--- src/ltwd_pkg.sv ---
// shared constants and types for the logic-test and watchdog slice
package ltwd_pkg;
  // operation selected by the opcode high nibble
  localparam logic [3:0] OPH_TSTC = 4'h6;
  localparam logic [3:0] OPH_TSTM = 4'h7;
  localparam logic [3:0] OPH_XOR = 4'hb;
  // single-byte watchdog opcodes
  localparam logic [7:0] OPC_WARM = 8'h5f;
  localparam logic [7:0] OPC_WHALT = 8'h4f;
  // addressing mode selected by the opcode low nibble
  localparam logic [3:0] MODE_RR = 4'h2;
  localparam logic [3:0] MODE_RIR = 4'h3;
  localparam logic [3:0] MODE_GG = 4'h4;
  localparam logic [3:0] MODE_GIG = 4'h5;
  localparam logic [3:0] MODE_GIM = 4'h6;
  localparam logic [3:0] MODE_IIM = 4'h7;
  // register operand prefix naming a working register
  localparam logic [3:0] WORK_PREFIX = 4'he;
  // instruction lengths in clocks
  localparam logic [3:0] CYC_SHORT = 4'h6;
  localparam logic [3:0] CYC_LONG = 4'ha;
  // watchdog terminal count, clocks
  localparam int unsigned WDT_LIMIT_DEF = 65535;
  // bus byte offsets
  localparam logic [7:0] OFF_CTRL = 8'h00;
  localparam logic [7:0] OFF_INSTR = 8'h04;
  localparam logic [7:0] OFF_STATUS = 8'h08;
  localparam logic [7:0] OFF_FLAGS = 8'h0c;
  localparam logic [7:0] OFF_RPTR = 8'h10;
  localparam logic [7:0] OFF_RFADDR = 8'h14;
  localparam logic [7:0] OFF_RFDATA = 8'h18;
  // field positions
  localparam int unsigned CTRL_GO = 0;
  localparam int unsigned CTRL_HALT = 1;
  localparam int unsigned STAT_BUSY = 0;
  localparam int unsigned STAT_BAD = 1;
  localparam int unsigned STAT_ARMED = 2;
  localparam int unsigned STAT_HRUN = 3;
  // reset values
  localparam logic [7:0] RST_RPTR = 8'h00;
  localparam logic [7:0] RST_FLAGS = 8'h00;
  localparam logic [23:0] RST_INSTR = 24'h000000;

  typedef enum logic [2:0] {
    OP_TSTC = 3'b000,
    OP_TSTM = 3'b001,
    OP_XOR = 3'b010,
    OP_WARM = 3'b011,
    OP_WHALT = 3'b100,
    OP_BAD = 3'b111
  } ltwd_op_t;

  typedef enum logic [1:0] {
    S_IDLE = 2'b00,
    S_ADDR = 2'b01,
    S_EXEC = 2'b10,
    S_WAIT = 2'b11
  } ltwd_state_t;

  typedef struct packed {
    logic carry;
    logic zero;
    logic sign;
    logic ovf;
    logic dec;
    logic half;
    logic [1:0] spare;
  } ltwd_flags_t;

  typedef struct packed {
    logic [7:0] b2;
    logic [7:0] b1;
    logic [7:0] opc;
  } ltwd_instr_t;
endpackage : ltwd_pkg

--- src/ltwd_logic_alu.sv ---
// result and flag logic for masked tests and exclusive or
`timescale 1ns/1ps
module ltwd_logic_alu
  import ltwd_pkg::*;
(
  // operation and operands
  input wire ltwd_op_t op,
  input wire logic [7:0] dstVal,
  input wire logic [7:0] srcVal,
  input wire ltwd_flags_t flagsIn,
  // outcome
  output logic [7:0] result,
  output logic writeBack,
  output ltwd_flags_t flagsOut
);
  always_comb
  begin
    result = 8'h00;
    writeBack = 1'b0;
    flagsOut = flagsIn;
    case (op)
      OP_TSTC: result = ~dstVal & srcVal;
      OP_TSTM: result = dstVal & srcVal;
      OP_XOR:
      begin
        result = dstVal ^ srcVal;
        writeBack = 1'b1;
      end
      default: result = 8'h00;
    endcase
    // tests never write back, only flags move
    if (op == OP_TSTC || op == OP_TSTM || op == OP_XOR)
    begin
      flagsOut.zero = (result == 8'h00);
      flagsOut.sign = result[7];
      flagsOut.ovf = 1'b0;
    end
  end
endmodule : ltwd_logic_alu

--- src/ltwd_watchdog.sv ---
// retriggerable watchdog counter with halt-run option
`timescale 1ns/1ps
module ltwd_watchdog
  import ltwd_pkg::*;
#(
  parameter int unsigned LIMIT = WDT_LIMIT_DEF
)
(
  // system
  input wire logic clk_sys,
  input wire logic rst,
  // strobes from the execution unit
  input wire logic armPulse,
  input wire logic haltEnPulse,
  input wire logic halted,
  // state
  output logic armed,
  output logic haltRun,
  output logic expire
);
  localparam int unsigned CW = $clog2(LIMIT + 1);
  localparam logic [CW-1:0] TERM = CW'(LIMIT - 1);

  logic [CW-1:0] count_ff;
  logic [CW-1:0] nxt_count;
  logic armed_ff;
  logic nxt_armed;
  logic hrun_ff;
  logic nxt_hrun;
  logic exp_ff;
  logic nxt_exp;
  logic counting;

  assign armed = armed_ff;
  assign haltRun = hrun_ff;
  assign expire = exp_ff;

  always_comb
  begin
    // paused in halt unless halt-run was granted
    counting = armed_ff && (!halted || hrun_ff);
    nxt_armed = armed_ff;
    nxt_hrun = hrun_ff;
    nxt_count = count_ff;
    nxt_exp = 1'b0;
    if (counting)
    begin
      nxt_count = count_ff + 1'b1;
    end
    if (counting && count_ff == TERM)
    begin
      nxt_exp = 1'b1;
    end
    if (armPulse)
    begin
      nxt_armed = 1'b1;
      nxt_count = '0;
    end
    // no count clear, and ignored until armed
    if (haltEnPulse && armed_ff)
    begin
      nxt_hrun = 1'b1;
    end
  end

  always_ff @(posedge clk_sys)
  begin
    if (rst)
    begin
      count_ff <= '0;
      armed_ff <= 1'b0;
      hrun_ff <= 1'b0;
      exp_ff <= 1'b0;
    end
    else
    begin
      count_ff <= nxt_count;
      armed_ff <= nxt_armed;
      hrun_ff <= nxt_hrun;
      exp_ff <= nxt_exp;
    end
  end
endmodule : ltwd_watchdog

--- src/ltwd_exec_unit.sv ---
// execution slice: masked tests, exclusive or, watchdog strobes
`timescale 1ns/1ps
module ltwd_exec_unit
  import ltwd_pkg::*;
#(
  parameter int unsigned WDT_LIMIT = WDT_LIMIT_DEF
)
(
  // system
  input wire logic clk_sys,
  input wire logic rst,
  // wishbone slave
  input wire logic wb_cyc_i,
  input wire logic wb_stb_i,
  input wire logic wb_we_i,
  input wire logic [7:0] wb_adr_i,
  input wire logic [3:0] wb_sel_i,
  input wire logic [31:0] wb_dat_i,
  output logic [31:0] wb_dat_o,
  output logic wb_ack_o,
  // device reset request from the watchdog
  output logic wdtReset
);
  function automatic logic [7:0] resolveReg(input logic [7:0] opnd,
                                            input logic [7:0] rp);
    // prefix e operand maps into the current working group
    resolveReg = (opnd[7:4] == WORK_PREFIX) ?
                 {rp[7:4], opnd[3:0]} : opnd;
  endfunction : resolveReg

  function automatic ltwd_op_t decodeOp(input logic [7:0] opc);
    decodeOp = OP_BAD;
    if (opc == OPC_WARM)
      decodeOp = OP_WARM;
    else if (opc == OPC_WHALT)
      decodeOp = OP_WHALT;
    else if (opc[3:0] >= MODE_RR && opc[3:0] <= MODE_IIM)
      case (opc[7:4])
        OPH_TSTC: decodeOp = OP_TSTC;
        OPH_TSTM: decodeOp = OP_TSTM;
        OPH_XOR: decodeOp = OP_XOR;
        default: decodeOp = OP_BAD;
      endcase
  endfunction : decodeOp

  logic [7:0] rfMem [256];

  ltwd_state_t state_ff, nxt_state;
  logic [3:0] cnt_ff, nxt_cnt;
  ltwd_instr_t instr_ff, nxt_instr;
  logic [7:0] rp_ff, nxt_rp;
  ltwd_flags_t flags_ff, nxt_flags;
  logic halt_ff, nxt_halt;
  logic bad_ff, nxt_bad;
  logic [7:0] rfAddr_ff, nxt_rfAddr;
  logic [7:0] dstAddr_ff, nxt_dstAddr;
  logic [7:0] srcAddr_ff, nxt_srcAddr;
  logic imm_ff, nxt_imm;
  logic [7:0] res_ff, nxt_res;
  logic wr_ff, nxt_wr;
  ltwd_flags_t newFlags_ff, nxt_newFlags;
  logic arm_ff, nxt_arm;
  logic hen_ff, nxt_hen;
  logic ack_ff, nxt_ack;
  logic [31:0] rdat_ff, nxt_rdat;
  logic wdtRst_ff;

  logic intRst, wdtExpire, wdtArmed, wdtHaltRun;
  logic busAcc, busWr, busy, commit, rfBusWr;
  ltwd_op_t opNow;
  logic [3:0] opCycles;
  logic [7:0] dstVal, srcVal, aluRes;
  logic aluWr;
  ltwd_flags_t aluFlags;

  // expiry acts like the external reset, except on the wdtRst_ff output flop
  assign intRst = rst | wdtExpire;
  assign busAcc = wb_cyc_i && wb_stb_i && !ack_ff;
  assign busWr = busAcc && wb_we_i;
  assign busy = (state_ff != S_IDLE);
  assign opNow = decodeOp(instr_ff.opc);
  assign opCycles = (instr_ff.opc[3:0] <= MODE_RIR ||
                     opNow == OP_WARM || opNow == OP_WHALT ||
                     opNow == OP_BAD) ? CYC_SHORT : CYC_LONG;
  assign commit = (state_ff == S_WAIT) && (cnt_ff == opCycles - 4'h1);
  assign dstVal = rfMem[dstAddr_ff];
  assign srcVal = imm_ff ? instr_ff.b2 : rfMem[srcAddr_ff];
  assign wb_ack_o = ack_ff;
  assign wb_dat_o = rdat_ff;
  assign wdtReset = wdtRst_ff;

  ltwd_logic_alu u_alu (
    .op(opNow),
    .dstVal(dstVal),
    .srcVal(srcVal),
    .flagsIn(flags_ff),
    .result(aluRes),
    .writeBack(aluWr),
    .flagsOut(aluFlags)
  );

  ltwd_watchdog #(
    .LIMIT(WDT_LIMIT)
  ) u_wdt (
    .clk_sys(clk_sys),
    .rst(intRst),
    .armPulse(arm_ff),
    .haltEnPulse(hen_ff),
    .halted(halt_ff),
    .armed(wdtArmed),
    .haltRun(wdtHaltRun),
    .expire(wdtExpire)
  );

  // operand addressing and sequencing
  always_comb
  begin
    nxt_state = state_ff;
    nxt_cnt = cnt_ff;
    nxt_dstAddr = dstAddr_ff;
    nxt_srcAddr = srcAddr_ff;
    nxt_imm = imm_ff;
    nxt_res = res_ff;
    nxt_wr = wr_ff;
    nxt_newFlags = newFlags_ff;
    nxt_arm = 1'b0;
    nxt_hen = 1'b0;
    case (state_ff)
      S_IDLE:
      begin
        nxt_cnt = 4'h0;
        if (busWr && wb_adr_i == OFF_CTRL && wb_sel_i[0] &&
            wb_dat_i[CTRL_GO])
          nxt_state = S_ADDR;
      end
      S_ADDR:
      begin
        nxt_cnt = cnt_ff + 4'h1;
        nxt_state = S_EXEC;
        nxt_imm = 1'b0;
        case (instr_ff.opc[3:0])
          MODE_RR:
          begin
            nxt_dstAddr = {rp_ff[7:4], instr_ff.b1[7:4]};
            nxt_srcAddr = {rp_ff[7:4], instr_ff.b1[3:0]};
          end
          MODE_RIR:
          begin
            nxt_dstAddr = {rp_ff[7:4], instr_ff.b1[7:4]};
            nxt_srcAddr = rfMem[{rp_ff[7:4], instr_ff.b1[3:0]}];
          end
          MODE_GG:
          begin
            nxt_srcAddr = resolveReg(instr_ff.b1, rp_ff);
            nxt_dstAddr = resolveReg(instr_ff.b2, rp_ff);
          end
          MODE_GIG:
          begin
            nxt_srcAddr = rfMem[resolveReg(instr_ff.b1, rp_ff)];
            nxt_dstAddr = resolveReg(instr_ff.b2, rp_ff);
          end
          MODE_GIM:
          begin
            nxt_dstAddr = resolveReg(instr_ff.b1, rp_ff);
            nxt_imm = 1'b1;
          end
          MODE_IIM:
          begin
            nxt_dstAddr = rfMem[resolveReg(instr_ff.b1, rp_ff)];
            nxt_imm = 1'b1;
          end
          default: nxt_imm = 1'b0;
        endcase
      end
      S_EXEC:
      begin
        nxt_cnt = cnt_ff + 4'h1;
        nxt_state = S_WAIT;
        nxt_res = aluRes;
        nxt_wr = aluWr;
        // watchdog ops leave every flag as it was
        nxt_newFlags = aluFlags;
      end
      S_WAIT:
      begin
        nxt_cnt = cnt_ff + 4'h1;
        if (commit)
        begin
          nxt_state = S_IDLE;
          nxt_arm = (opNow == OP_WARM);
          nxt_hen = (opNow == OP_WHALT);
        end
      end
      default: nxt_state = S_IDLE;
    endcase
  end

  // software-visible registers and bus answers
  always_comb
  begin
    nxt_instr = instr_ff;
    nxt_rp = rp_ff;
    nxt_flags = flags_ff;
    nxt_halt = halt_ff;
    nxt_bad = bad_ff;
    nxt_rfAddr = rfAddr_ff;
    nxt_ack = busAcc;
    nxt_rdat = rdat_ff;
    rfBusWr = 1'b0;
    if (busWr && wb_sel_i[0])
    begin
      case (wb_adr_i)
        OFF_CTRL: nxt_halt = wb_dat_i[CTRL_HALT];
        OFF_STATUS: nxt_bad = bad_ff & ~wb_dat_i[STAT_BAD];
        OFF_FLAGS: nxt_flags = busy ? flags_ff : wb_dat_i[7:0];
        OFF_RPTR: nxt_rp = busy ? rp_ff : wb_dat_i[7:0];
        OFF_RFADDR: nxt_rfAddr = wb_dat_i[7:0];
        OFF_RFDATA: rfBusWr = !busy;
        default: nxt_rp = rp_ff;
      endcase
    end
    // instruction bytes follow their byte lanes; frozen while busy
    if (busWr && wb_adr_i == OFF_INSTR && !busy)
    begin
      for (int i = 0; i < 3; i++)
      begin
        if (wb_sel_i[i])
        begin
          nxt_instr[i*8 +: 8] = wb_dat_i[i*8 +: 8];
        end
      end
    end
    if (commit)
      nxt_flags = newFlags_ff;
    // a bad opcode event wins over a clear in the same cycle
    if (commit && opNow == OP_BAD)
      nxt_bad = 1'b1;
    if (busAcc && !wb_we_i)
    begin
      case (wb_adr_i)
        OFF_CTRL: nxt_rdat = {30'h0, halt_ff, busy};
        OFF_INSTR: nxt_rdat = {8'h00, instr_ff};
        OFF_STATUS: nxt_rdat = {28'h0, wdtHaltRun, wdtArmed, bad_ff, busy};
        OFF_FLAGS: nxt_rdat = {24'h0, flags_ff};
        OFF_RPTR: nxt_rdat = {24'h0, rp_ff};
        OFF_RFADDR: nxt_rdat = {24'h0, rfAddr_ff};
        OFF_RFDATA: nxt_rdat = {24'h0, rfMem[rfAddr_ff]};
        default: nxt_rdat = 32'h0;
      endcase
    end
  end

  always_ff @(posedge clk_sys)
  begin
    if (intRst)
    begin
      state_ff <= S_IDLE;
      cnt_ff <= 4'h0;
      dstAddr_ff <= 8'h00;
      srcAddr_ff <= 8'h00;
      imm_ff <= 1'b0;
      res_ff <= 8'h00;
      wr_ff <= 1'b0;
      newFlags_ff <= RST_FLAGS;
      arm_ff <= 1'b0;
      hen_ff <= 1'b0;
      instr_ff <= RST_INSTR;
      rp_ff <= RST_RPTR;
      flags_ff <= RST_FLAGS;
      halt_ff <= 1'b0;
      bad_ff <= 1'b0;
      rfAddr_ff <= 8'h00;
      ack_ff <= 1'b0;
      rdat_ff <= 32'h0;
    end
    else
    begin
      state_ff <= nxt_state;
      cnt_ff <= nxt_cnt;
      dstAddr_ff <= nxt_dstAddr;
      srcAddr_ff <= nxt_srcAddr;
      imm_ff <= nxt_imm;
      res_ff <= nxt_res;
      wr_ff <= nxt_wr;
      newFlags_ff <= nxt_newFlags;
      arm_ff <= nxt_arm;
      hen_ff <= nxt_hen;
      instr_ff <= nxt_instr;
      rp_ff <= nxt_rp;
      flags_ff <= nxt_flags;
      halt_ff <= nxt_halt;
      bad_ff <= nxt_bad;
      rfAddr_ff <= nxt_rfAddr;
      ack_ff <= nxt_ack;
      rdat_ff <= nxt_rdat;
    end
  end

  // register file keeps its contents across resets, like real ram
  always_ff @(posedge clk_sys)
  begin
    if (commit && wr_ff)
    begin
      rfMem[dstAddr_ff] <= res_ff;
    end
    else if (rfBusWr)
    begin
      rfMem[rfAddr_ff] <= wb_dat_i[7:0];
    end
  end

  // one-cycle pulse seen outside; expiry resets every flop except this one and the register file
  always_ff @(posedge clk_sys)
  begin
    wdtRst_ff <= rst ? 1'b0 : wdtExpire;
  end
endmodule : ltwd_exec_unit

--- config.mk ---
export PLATFORM = sky130hd
export DESIGN_NAME = ltwd_exec_unit
export DESIGN_NICKNAME = d
export VERILOG_FILES = /design/src/ltwd_pkg.sv /design/src/ltwd_logic_alu.sv /design/src/ltwd_watchdog.sv /design/src/ltwd_exec_unit.sv
export SDC_FILE = /design/constraint.sdc
export NUM_CORES = 2
export LEC_CHECK = 0
export ABC_CLOCK_PERIOD_IN_PS = 5100
export BUFFER_PORTS_ARGS = -buffer_cell sky130_fd_sc_hd__buf_2
export CAP_MARGIN = 30
export CORE_MARGIN = 5
export CORE_UTILIZATION = 45
export DETAILED_ROUTE_END_ITERATION = 8
export PLACE_DENSITY = 0.69
export SYNTH_ARGS = -nofsm -noshare
export SYNTH_HDL_FRONTEND = slang
export SYNTH_HIERARCHICAL = 1
export SYNTH_SLANG_ARGS = --single-unit
export TNS_END_PERCENT = 30
--- constraint.sdc ---
create_clock -name clk_sys -period 5.1 [get_ports clk_sys]
set_clock_uncertainty 0.05 [all_clocks]
set_input_delay 0 -clock clk_sys [delete_from_list [all_inputs] [get_ports clk_sys]]
set_output_delay 0 -clock clk_sys [all_outputs]
set_load 0.05 [all_outputs]
# After elaboration in Yosys (flattened, before gate mapping)
# Memories as Yosys holds them, arrays and structs flattened. A register that Yosys moved wholly into a read port is not among the register bits.
# Cells that the tools add are included.
[totals]
ff_bits = 145
ram_bits = 2048
input_bits = 49
output_inout_bits = 34
wordCells = 185
n_memories = 1
[mem_list]
columns = ["name", "depth", "width", "read_ports", "rd_ports_with_merged_regs", "write_ports", "line_no", "rtl"]
rows = [
  ["rfMem", 256, 8, 5, 3, 1, "ltwd_exec_unit.sv:46", "logic [7:0] rfMem [256];"],
]
[classes]
addsub = 3
magnitude_cmp = 3
n_eq_ne = 32
n_mux = 43
bitwise_logic = 10
n_reduce_logical = 56
[ops]
columns = ["operator", "count"]
rows = [
  ["$pmux 24 s7", 1],
  ["$mux 8", 15],
  ["$pmux 8 s4", 2],
  ["$eq 4x3->1 const B", 6],
  ["$eq 8x5->1 const B", 3],
  ["$pmux 8 s3", 1],
  ["$reduce_and 2->1", 9],
  ["$logic_and 1x1->1", 17],
  ["$add 16x1->16 const B", 1],
  ["$and 8x8->8", 2],
  ["$eq 16x16->1 const B", 1],
  ["$eq 8x4->1 const B", 2],
  ["$eq 8x7->1 const B", 2],
  ["$logic_not 8->1", 2],
  ["$mux 1", 14],
  ["$eq 4x4->1 const B", 3],
  ["$mux 3", 4],
  ["$reduce_bool 2->1", 5],
  ["$pmux 3 s3", 1],
  ["$eq 4x2->1 const B", 2],
  ["$eq 8x3->1 const B", 1],
  ["$not 8->8", 1],
  ["$pmux 2 s4", 1],
  ["$pmux 4 s2", 1],
  ["other kinds (28)", 50],
]

# Longest topological paths before layout
[depth]
ltp_word = 18
mapped_depth = 17
depth_no_buf = 14

# Modules after synthesis
# Netlist, hierarchy kept.
[modules_own_cells]
columns = ["module", "instances", "cells_each", "area_each_um2", "seq_area_each_um2"]
rows = [
  ["ltwd_exec_unit", 1, 7475, 135364.8, 64341.7],
  ["ltwd_watchdog", 1, 99, 867.1, 380.4],
  ["ltwd_logic_alu", 1, 56, 434.2, 0.0],
]

# Least setup slack after synthesis
# OpenSTA, ideal clock, no wires.
[synth_path]
kind = "reg-to-reg"
startpoint = "register instr_ff[3] in the netlist's numbering"
endpoint = "memory rfMem[0][0] (data pin)"
setup_ps = 555
t_arrival_ps = 3913
required_time_ps = 4495
setup_slack_ps = 581
stages_incl_launch_ff = 11
path_buffers = 5
synth_period_minus_slack_ps = 4519
cell_sequence = "dfxtp_1 -> clkbuf_2 -> nand2b_1 -> buf_2 -> a211oi_1 -> mux2i_1 -> a41oi_1 -> buf_4 -> buf_4 -> buf_2 -> mux2_2"
[synth_via]
elab_chain_cells = 18
elab_cells_between_ends = 24
cone_classes = "add/sub (1); order compare (3); eq/ne (6); mux (7); reduce/logical (7)"
[synth_lines]
columns = ["element", "line_no", "rtl"]
rows = [
  ["start, declared", "ltwd_exec_unit.sv:50", "ltwd_instr_t instr_ff, nxt_instr;"],
  ["start signal, assigned", "ltwd_exec_unit.sv:288", "instr_ff <= nxt_instr;"],
  ["$ge 4x2->1 / $le 4x3->1 (equally long branches)", "ltwd_exec_unit.sv:37", "else if (opc[3:0] >= MODE_RR && opc[3:0] <= MODE_IIM)"],
  ["$logic_and 1x1->1", "ltwd_exec_unit.sv:37", ""],
  ["$mux 3", "ltwd_exec_unit.sv:37", ""],
  ["$mux 3", "ltwd_exec_unit.sv:35", "else if (opc == OPC_WHALT)"],
  ["$mux 3", "ltwd_exec_unit.sv:33", "if (opc == OPC_WARM)"],
  ["$eq 3x2->1", "ltwd_exec_unit.sv:83", "opNow == OP_WARM || opNow == OP_WHALT ||"],
  ["$logic_or 1x1->1", "ltwd_exec_unit.sv:82", "assign opCycles = (instr_ff.opc[3:0] <= MODE_RIR ||"],
  ["$logic_or 1x1->1", "ltwd_exec_unit.sv:83", ""],
  ["(+2 left out)", "--", ""],
  ["$sub 4x1->4 *", "ltwd_exec_unit.sv:85", "assign commit = (state_ff == S_WAIT) && (cnt_ff == opCycles - 4'h1);"],
  ["$eq 4x4->1 *", "ltwd_exec_unit.sv:85", ""],
  ["$logic_and 1x1->1 *", "ltwd_exec_unit.sv:85", ""],
  ["$logic_and 1x1->1 *", "ltwd_exec_unit.sv:302", "if (commit && wr_ff)"],
  ["$mux 1 *", "ltwd_exec_unit.sv:302", ""],
  ["$mux 1 (implied by the code) *", "ltwd_exec_unit.sv:308", "rfMem[rfAddr_ff] <= wb_dat_i[7:0];"],
  ["$reduce_or 8->1 (no line) *", "--", ""],
  ["$mux 8 (no line) *", "--", ""],
  ["end, declared", "ltwd_exec_unit.sv:46", ""],
]
# Every way passes the cells marked *; elsewhere a longest branch is shown, timed or not.

# Final worst setup path
[layout_path]
startpoint = "register state_ff[0]"
endpoint = "memory rfMem[217][1], enable pin"
[layout_via]
elab_chain_cells = 9
elab_cells_between_ends = 15
cone_classes = "eq/ne (1); mux (9); reduce/logical (5)"
[layout_lines]
columns = ["element", "line_no", "rtl"]
rows = [
  ["start, declared", "ltwd_exec_unit.sv:48", "ltwd_state_t state_ff, nxt_state;"],
  ["start signal, assigned", "ltwd_exec_unit.sv:278", "state_ff <= nxt_state;"],
  ["$reduce_bool 2->1", "ltwd_exec_unit.sv:80", "assign busy = (state_ff != S_IDLE);"],
  ["$logic_not 1->1", "ltwd_exec_unit.sv:218", "OFF_RFDATA: rfBusWr = !busy;"],
  ["$mux 1", "ltwd_exec_unit.sv:212", "case (wb_adr_i)"],
  ["$mux 1", "ltwd_exec_unit.sv:210", "if (busWr && wb_sel_i[0])"],
  ["$mux 1", "ltwd_exec_unit.sv:306", "else if (rfBusWr)"],
  ["$mux 1", "ltwd_exec_unit.sv:302", ""],
  ["$mux 1 (implied by the code)", "ltwd_exec_unit.sv:308", ""],
  ["$reduce_or 8->1 (no line)", "--", ""],
  ["$mux 8 (no line) / $mux 1 (equally long branches)", "--", ""],
]
# Several ways; a longest one is shown, not always the timed one.

==> flow_metrics.env <==
export IMPL_status="complete, but fails checks"
export IMPL_violations="DRC, setup timing"
export IMPL_yosysWarningCount=6
export IMPL_relSlewSlack=0.196
export IMPL_period_minus_slack_ns=5.18
export IMPL_met1Wirelength_microns=193000
export IMPL_final_common_cell="mux4_2"
export IMPL_r2r_slack_ns=-0.08
export IMPL_place_gp_congestion=1.17
export IMPL_cts_root_buf="clkbuf_16"
export IMPL_synth_top_area_share=0.450
export IMPL_drive_above_1_share=0.470
export IMPL_worst_pin_slew_ns=1.21
export IMPL_cts_sinks=2209
export IMPL_synth_area_sq_um=137000
export IMPL_core_sq_um=303000
export IMPL_async_flop_share=0
export IMPL_cp_arrival_ns=5.72
export IMPL_grt_pass1_vias=93623
export IMPL_fp_dieArea_sq_um=315000
export IMPL_grt_overflow=0
export IMPL_synth_seq_cells=2209
export IMPL_drc=1
export IMPL_stdcell_count=12517
export IMPL_final_core_util=0.523
export IMPL_synthTopCellsByArea="edfxtp_1 (45%), mux4_2 (40%), dfxtp_1 (2.4%)"
export IMPL_ioPinCount=83
export IMPL_first_pass_iters=9
export IMPL_synth_top_area_cell="edfxtp_1"
export IMPL_met3_length_microns=104000
export IMPL_fp_row_count=202
export IMPL_cts_htree_levels=4
export IMPL_crit_type="register to register"
export IMPL_die_w_microns=561
export IMPL_grt_max_degree=149
export IMPL_fin_crit_sh=1.01
export IMPL_p_total_uw=38300
export IMPL_finalInstanceArea_sq_um=158000
export IMPL_wire_per_inst_microns=48.8
export IMPL_grt_pass1_wl_microns=816000
export IMPL_ys_seq_area_frac=0.474
export IMPL_rr_worst_depth=14
export IMPL_start_util=0.452
export IMPL_clk_latency_ns=0.96
export IMPL_wl_met2_microns=255000
export IMPL_cts_made_buffers=242
export IMPL_cp_max_fo=12
export IMPL_fmax_ghz=0.193
export IMPL_ir_worst_vdd_uv=334
export IMPL_worstSetupStartpointType="register"
export IMPL_cap_viol_max_count=0
export IMPL_whs_ns=0.0832
export IMPL_clkTransAtPathRegs_ns=0.06
export IMPL_cts_tree="yes"
export IMPL_r2r_start="state_ff[0]"
export IMPL_io_buffers=65
export IMPL_nets=8328
export IMPL_endpoint_kind="register"
export IMPL_ys_types=85
export IMPL_setup_violations=9
export IMPL_hold_viol_final=0
export IMPL_grt_total_usage=0.379
export IMPL_slew_violations=0
export IMPL_die_h_microns=561
export IMPL_postLayoutSetupSlackWorst_ns=-0.0762
export IMPL_ys_flop_type="edfxtp_1"
export IMPL_final_cell_mix="mux4_2 (2427), edfxtp_1 (2048), buf_4 (807)"
export IMPL_cp_startpoint="state_ff[0]"
export IMPL_num_vias=99580
export IMPL_routed_top_layer="met5"
export IMPL_synth_edff_count=2048
export IMPL_clockBufferDepth=4
export IMPL_place_area_sq_um=149000
export IMPL_syn_avg_cell_area_sq_um=17.9
export IMPL_rsz0062_at_grt="yes"
export IMPL_hpwl_microns=428000
export IMPL_ant_nets=0
export IMPL_syn_inst=7630
export IMPL_power_leakage_uw=0.0468
export IMPL_min_path_type="primary input to register"
export IMPL_endpoint="rfMem[217][1]"
export IMPL_worstPathRequired_ns=5.64
export IMPL_via_per_inst=7.96
export IMPL_place_inst=11883
export IMPL_drtIter0Drc=18645
export IMPL_antenna_found_initial=76
export IMPL_area_delta_synth_final_pct=15.8
export IMPL_wl_microns=610000
export IMPL_p_per_area_nw_per_um2=242
export IMPL_regToRegEndpoint="rfMem[217][1]"
## Yosys cell counts, types with 34 or more instances
| master | n |
|---|---|
| buf_4 | 57 |
| mux4_2 | 2427 |
| nand3_1 | 100 |
| dfxtp_1 | 161 |
| edfxtp_1 | 2048 |
| buf_2 | 193 |
| nor3_1 | 52 |
| a22oi_1 | 176 |
| o21ai_0 | 92 |
| mux2i_1 | 254 |
| nand2_1 | 272 |
| o22ai_1 | 60 |
| nor2b_1 | 34 |
| nand2b_1 | 36 |
| clkbuf_1 | 395 |
| nor2_1 | 455 |
| a221oi_1 | 77 |
| a21oi_1 | 158 |
| buf_1 | 116 |
## report_power, final
part | total (uW) | internal (uW) | switching, uW
Sequential | 19500 | 19500 | 5.13
Clock | 18600 | 10700 | 7890
Combinational | 200 | 77.3 | 123
Total | 38300 | 30300 | 8020
## flip-flops by register name, indices dropped and copies added (netlist names), 2 cells and up, named ones only
| name | cells |
|---|---|
| flags_ff | 8 |
| rfMem | 2048 |
| dstAddr_ff | 8 |
| srcAddr_ff | 8 |
| cnt_ff | 4 |
| instr_ff | 24 |
| res_ff | 8 |
| rfAddr_ff | 8 |
| newFlags_ff | 8 |
| u_wdt/count_ff | 16 |
| wb_dat_o | 24 |
| state_ff | 2 |
| rp_ff | 8 |
## worst min-delay path by stage
stage                      startpoint  depth (start not counted)  slack, ns     endpoint
after global placement            rst                          2       0.12     wdtReset
after floorplan                   rst                          1       0.02     wdtReset
after CTS                 wb_adr_i[1]                          6      0.007  wb_dat_o[5]
after global routing      wb_adr_i[1]                          6       0.08  wb_dat_o[5]
after detailed placement          rst                          2       0.13     wdtReset
final                     wb_adr_i[3]                          5       0.08      halt_ff
## what timing repair did
action | 4_1_cts | 5_1_grt
resized for setup | 3 | 16
gates cloned | 0 | 1
buffers inserted | 0 | 0
endpoints found under the hold margin | 184 | 0
hold buffers | 117 | 0
setup endpoints to repair | 1 | 253
## cell type report
| cell class | count | area (sq um) |
|---|---|---|
| Multi-Input combinational cell | 4622 | 68600 |
| Timing Repair Buffer | 1177 | 11300 |
| Clock buffer | 290 | 6370 |
| Inverter | 18 | 70.1 |
| Tap cell | 3978 | 4980 |
| Fill cell | 23465 | 144000 |
| Sequential cell | 2209 | 64800 |
| Antenna cell | 65 | 163 |
| Clock inverter | 158 | 1920 |
## worst max-delay path: stages (launching register included)
cell and delay [ns]:
dfxtp_1 0.35, inv_1 0.13, ha_1 0.33, nand3_1 0.12, dlygate4sd3_1 0.63, nor2_1 0.16
nand2_1 0.31, a41oi_4 0.55, mux2i_1 0.26, buf_4 0.19, a21boi_1 0.43, nand2_1 0.26
buf_4 0.37, nor2_1 0.31, buf_4 0.31
## cell families after synthesis
logic type | synth area share
XOR/XNOR | 0.000577
buffers and inverters | 0.0269
flip-flops | 0.474
AO/OA/AOI/OAI | 0.0408
adder cells (fa/ha/maj) | 0.000824
multiplexers | 0.421
other | 0.0000274
AND/OR/NAND/NOR | 0.0361
## through the flow
step / setup slack [ns] / TNS, ns
after floorplan: 0.581 / 0
after global placement: -0.0437 / -0.0437
after detailed placement: -0.0168 / -0.0168
after CTS: 0.00294 / 0
after global routing: -0.0826 / -0.0829
final: -0.0762 / -0.249
## metal layers
layer | vias up | GRT usage
li1 | 35330 | -
met1 | 51632 | 0.464
met2 | 10424 | 0.528
met3 | 2138 | 0.176
met4 | 56 | 0.277
met5 | - | 0.00226
(Power assumes the default switching activity.)
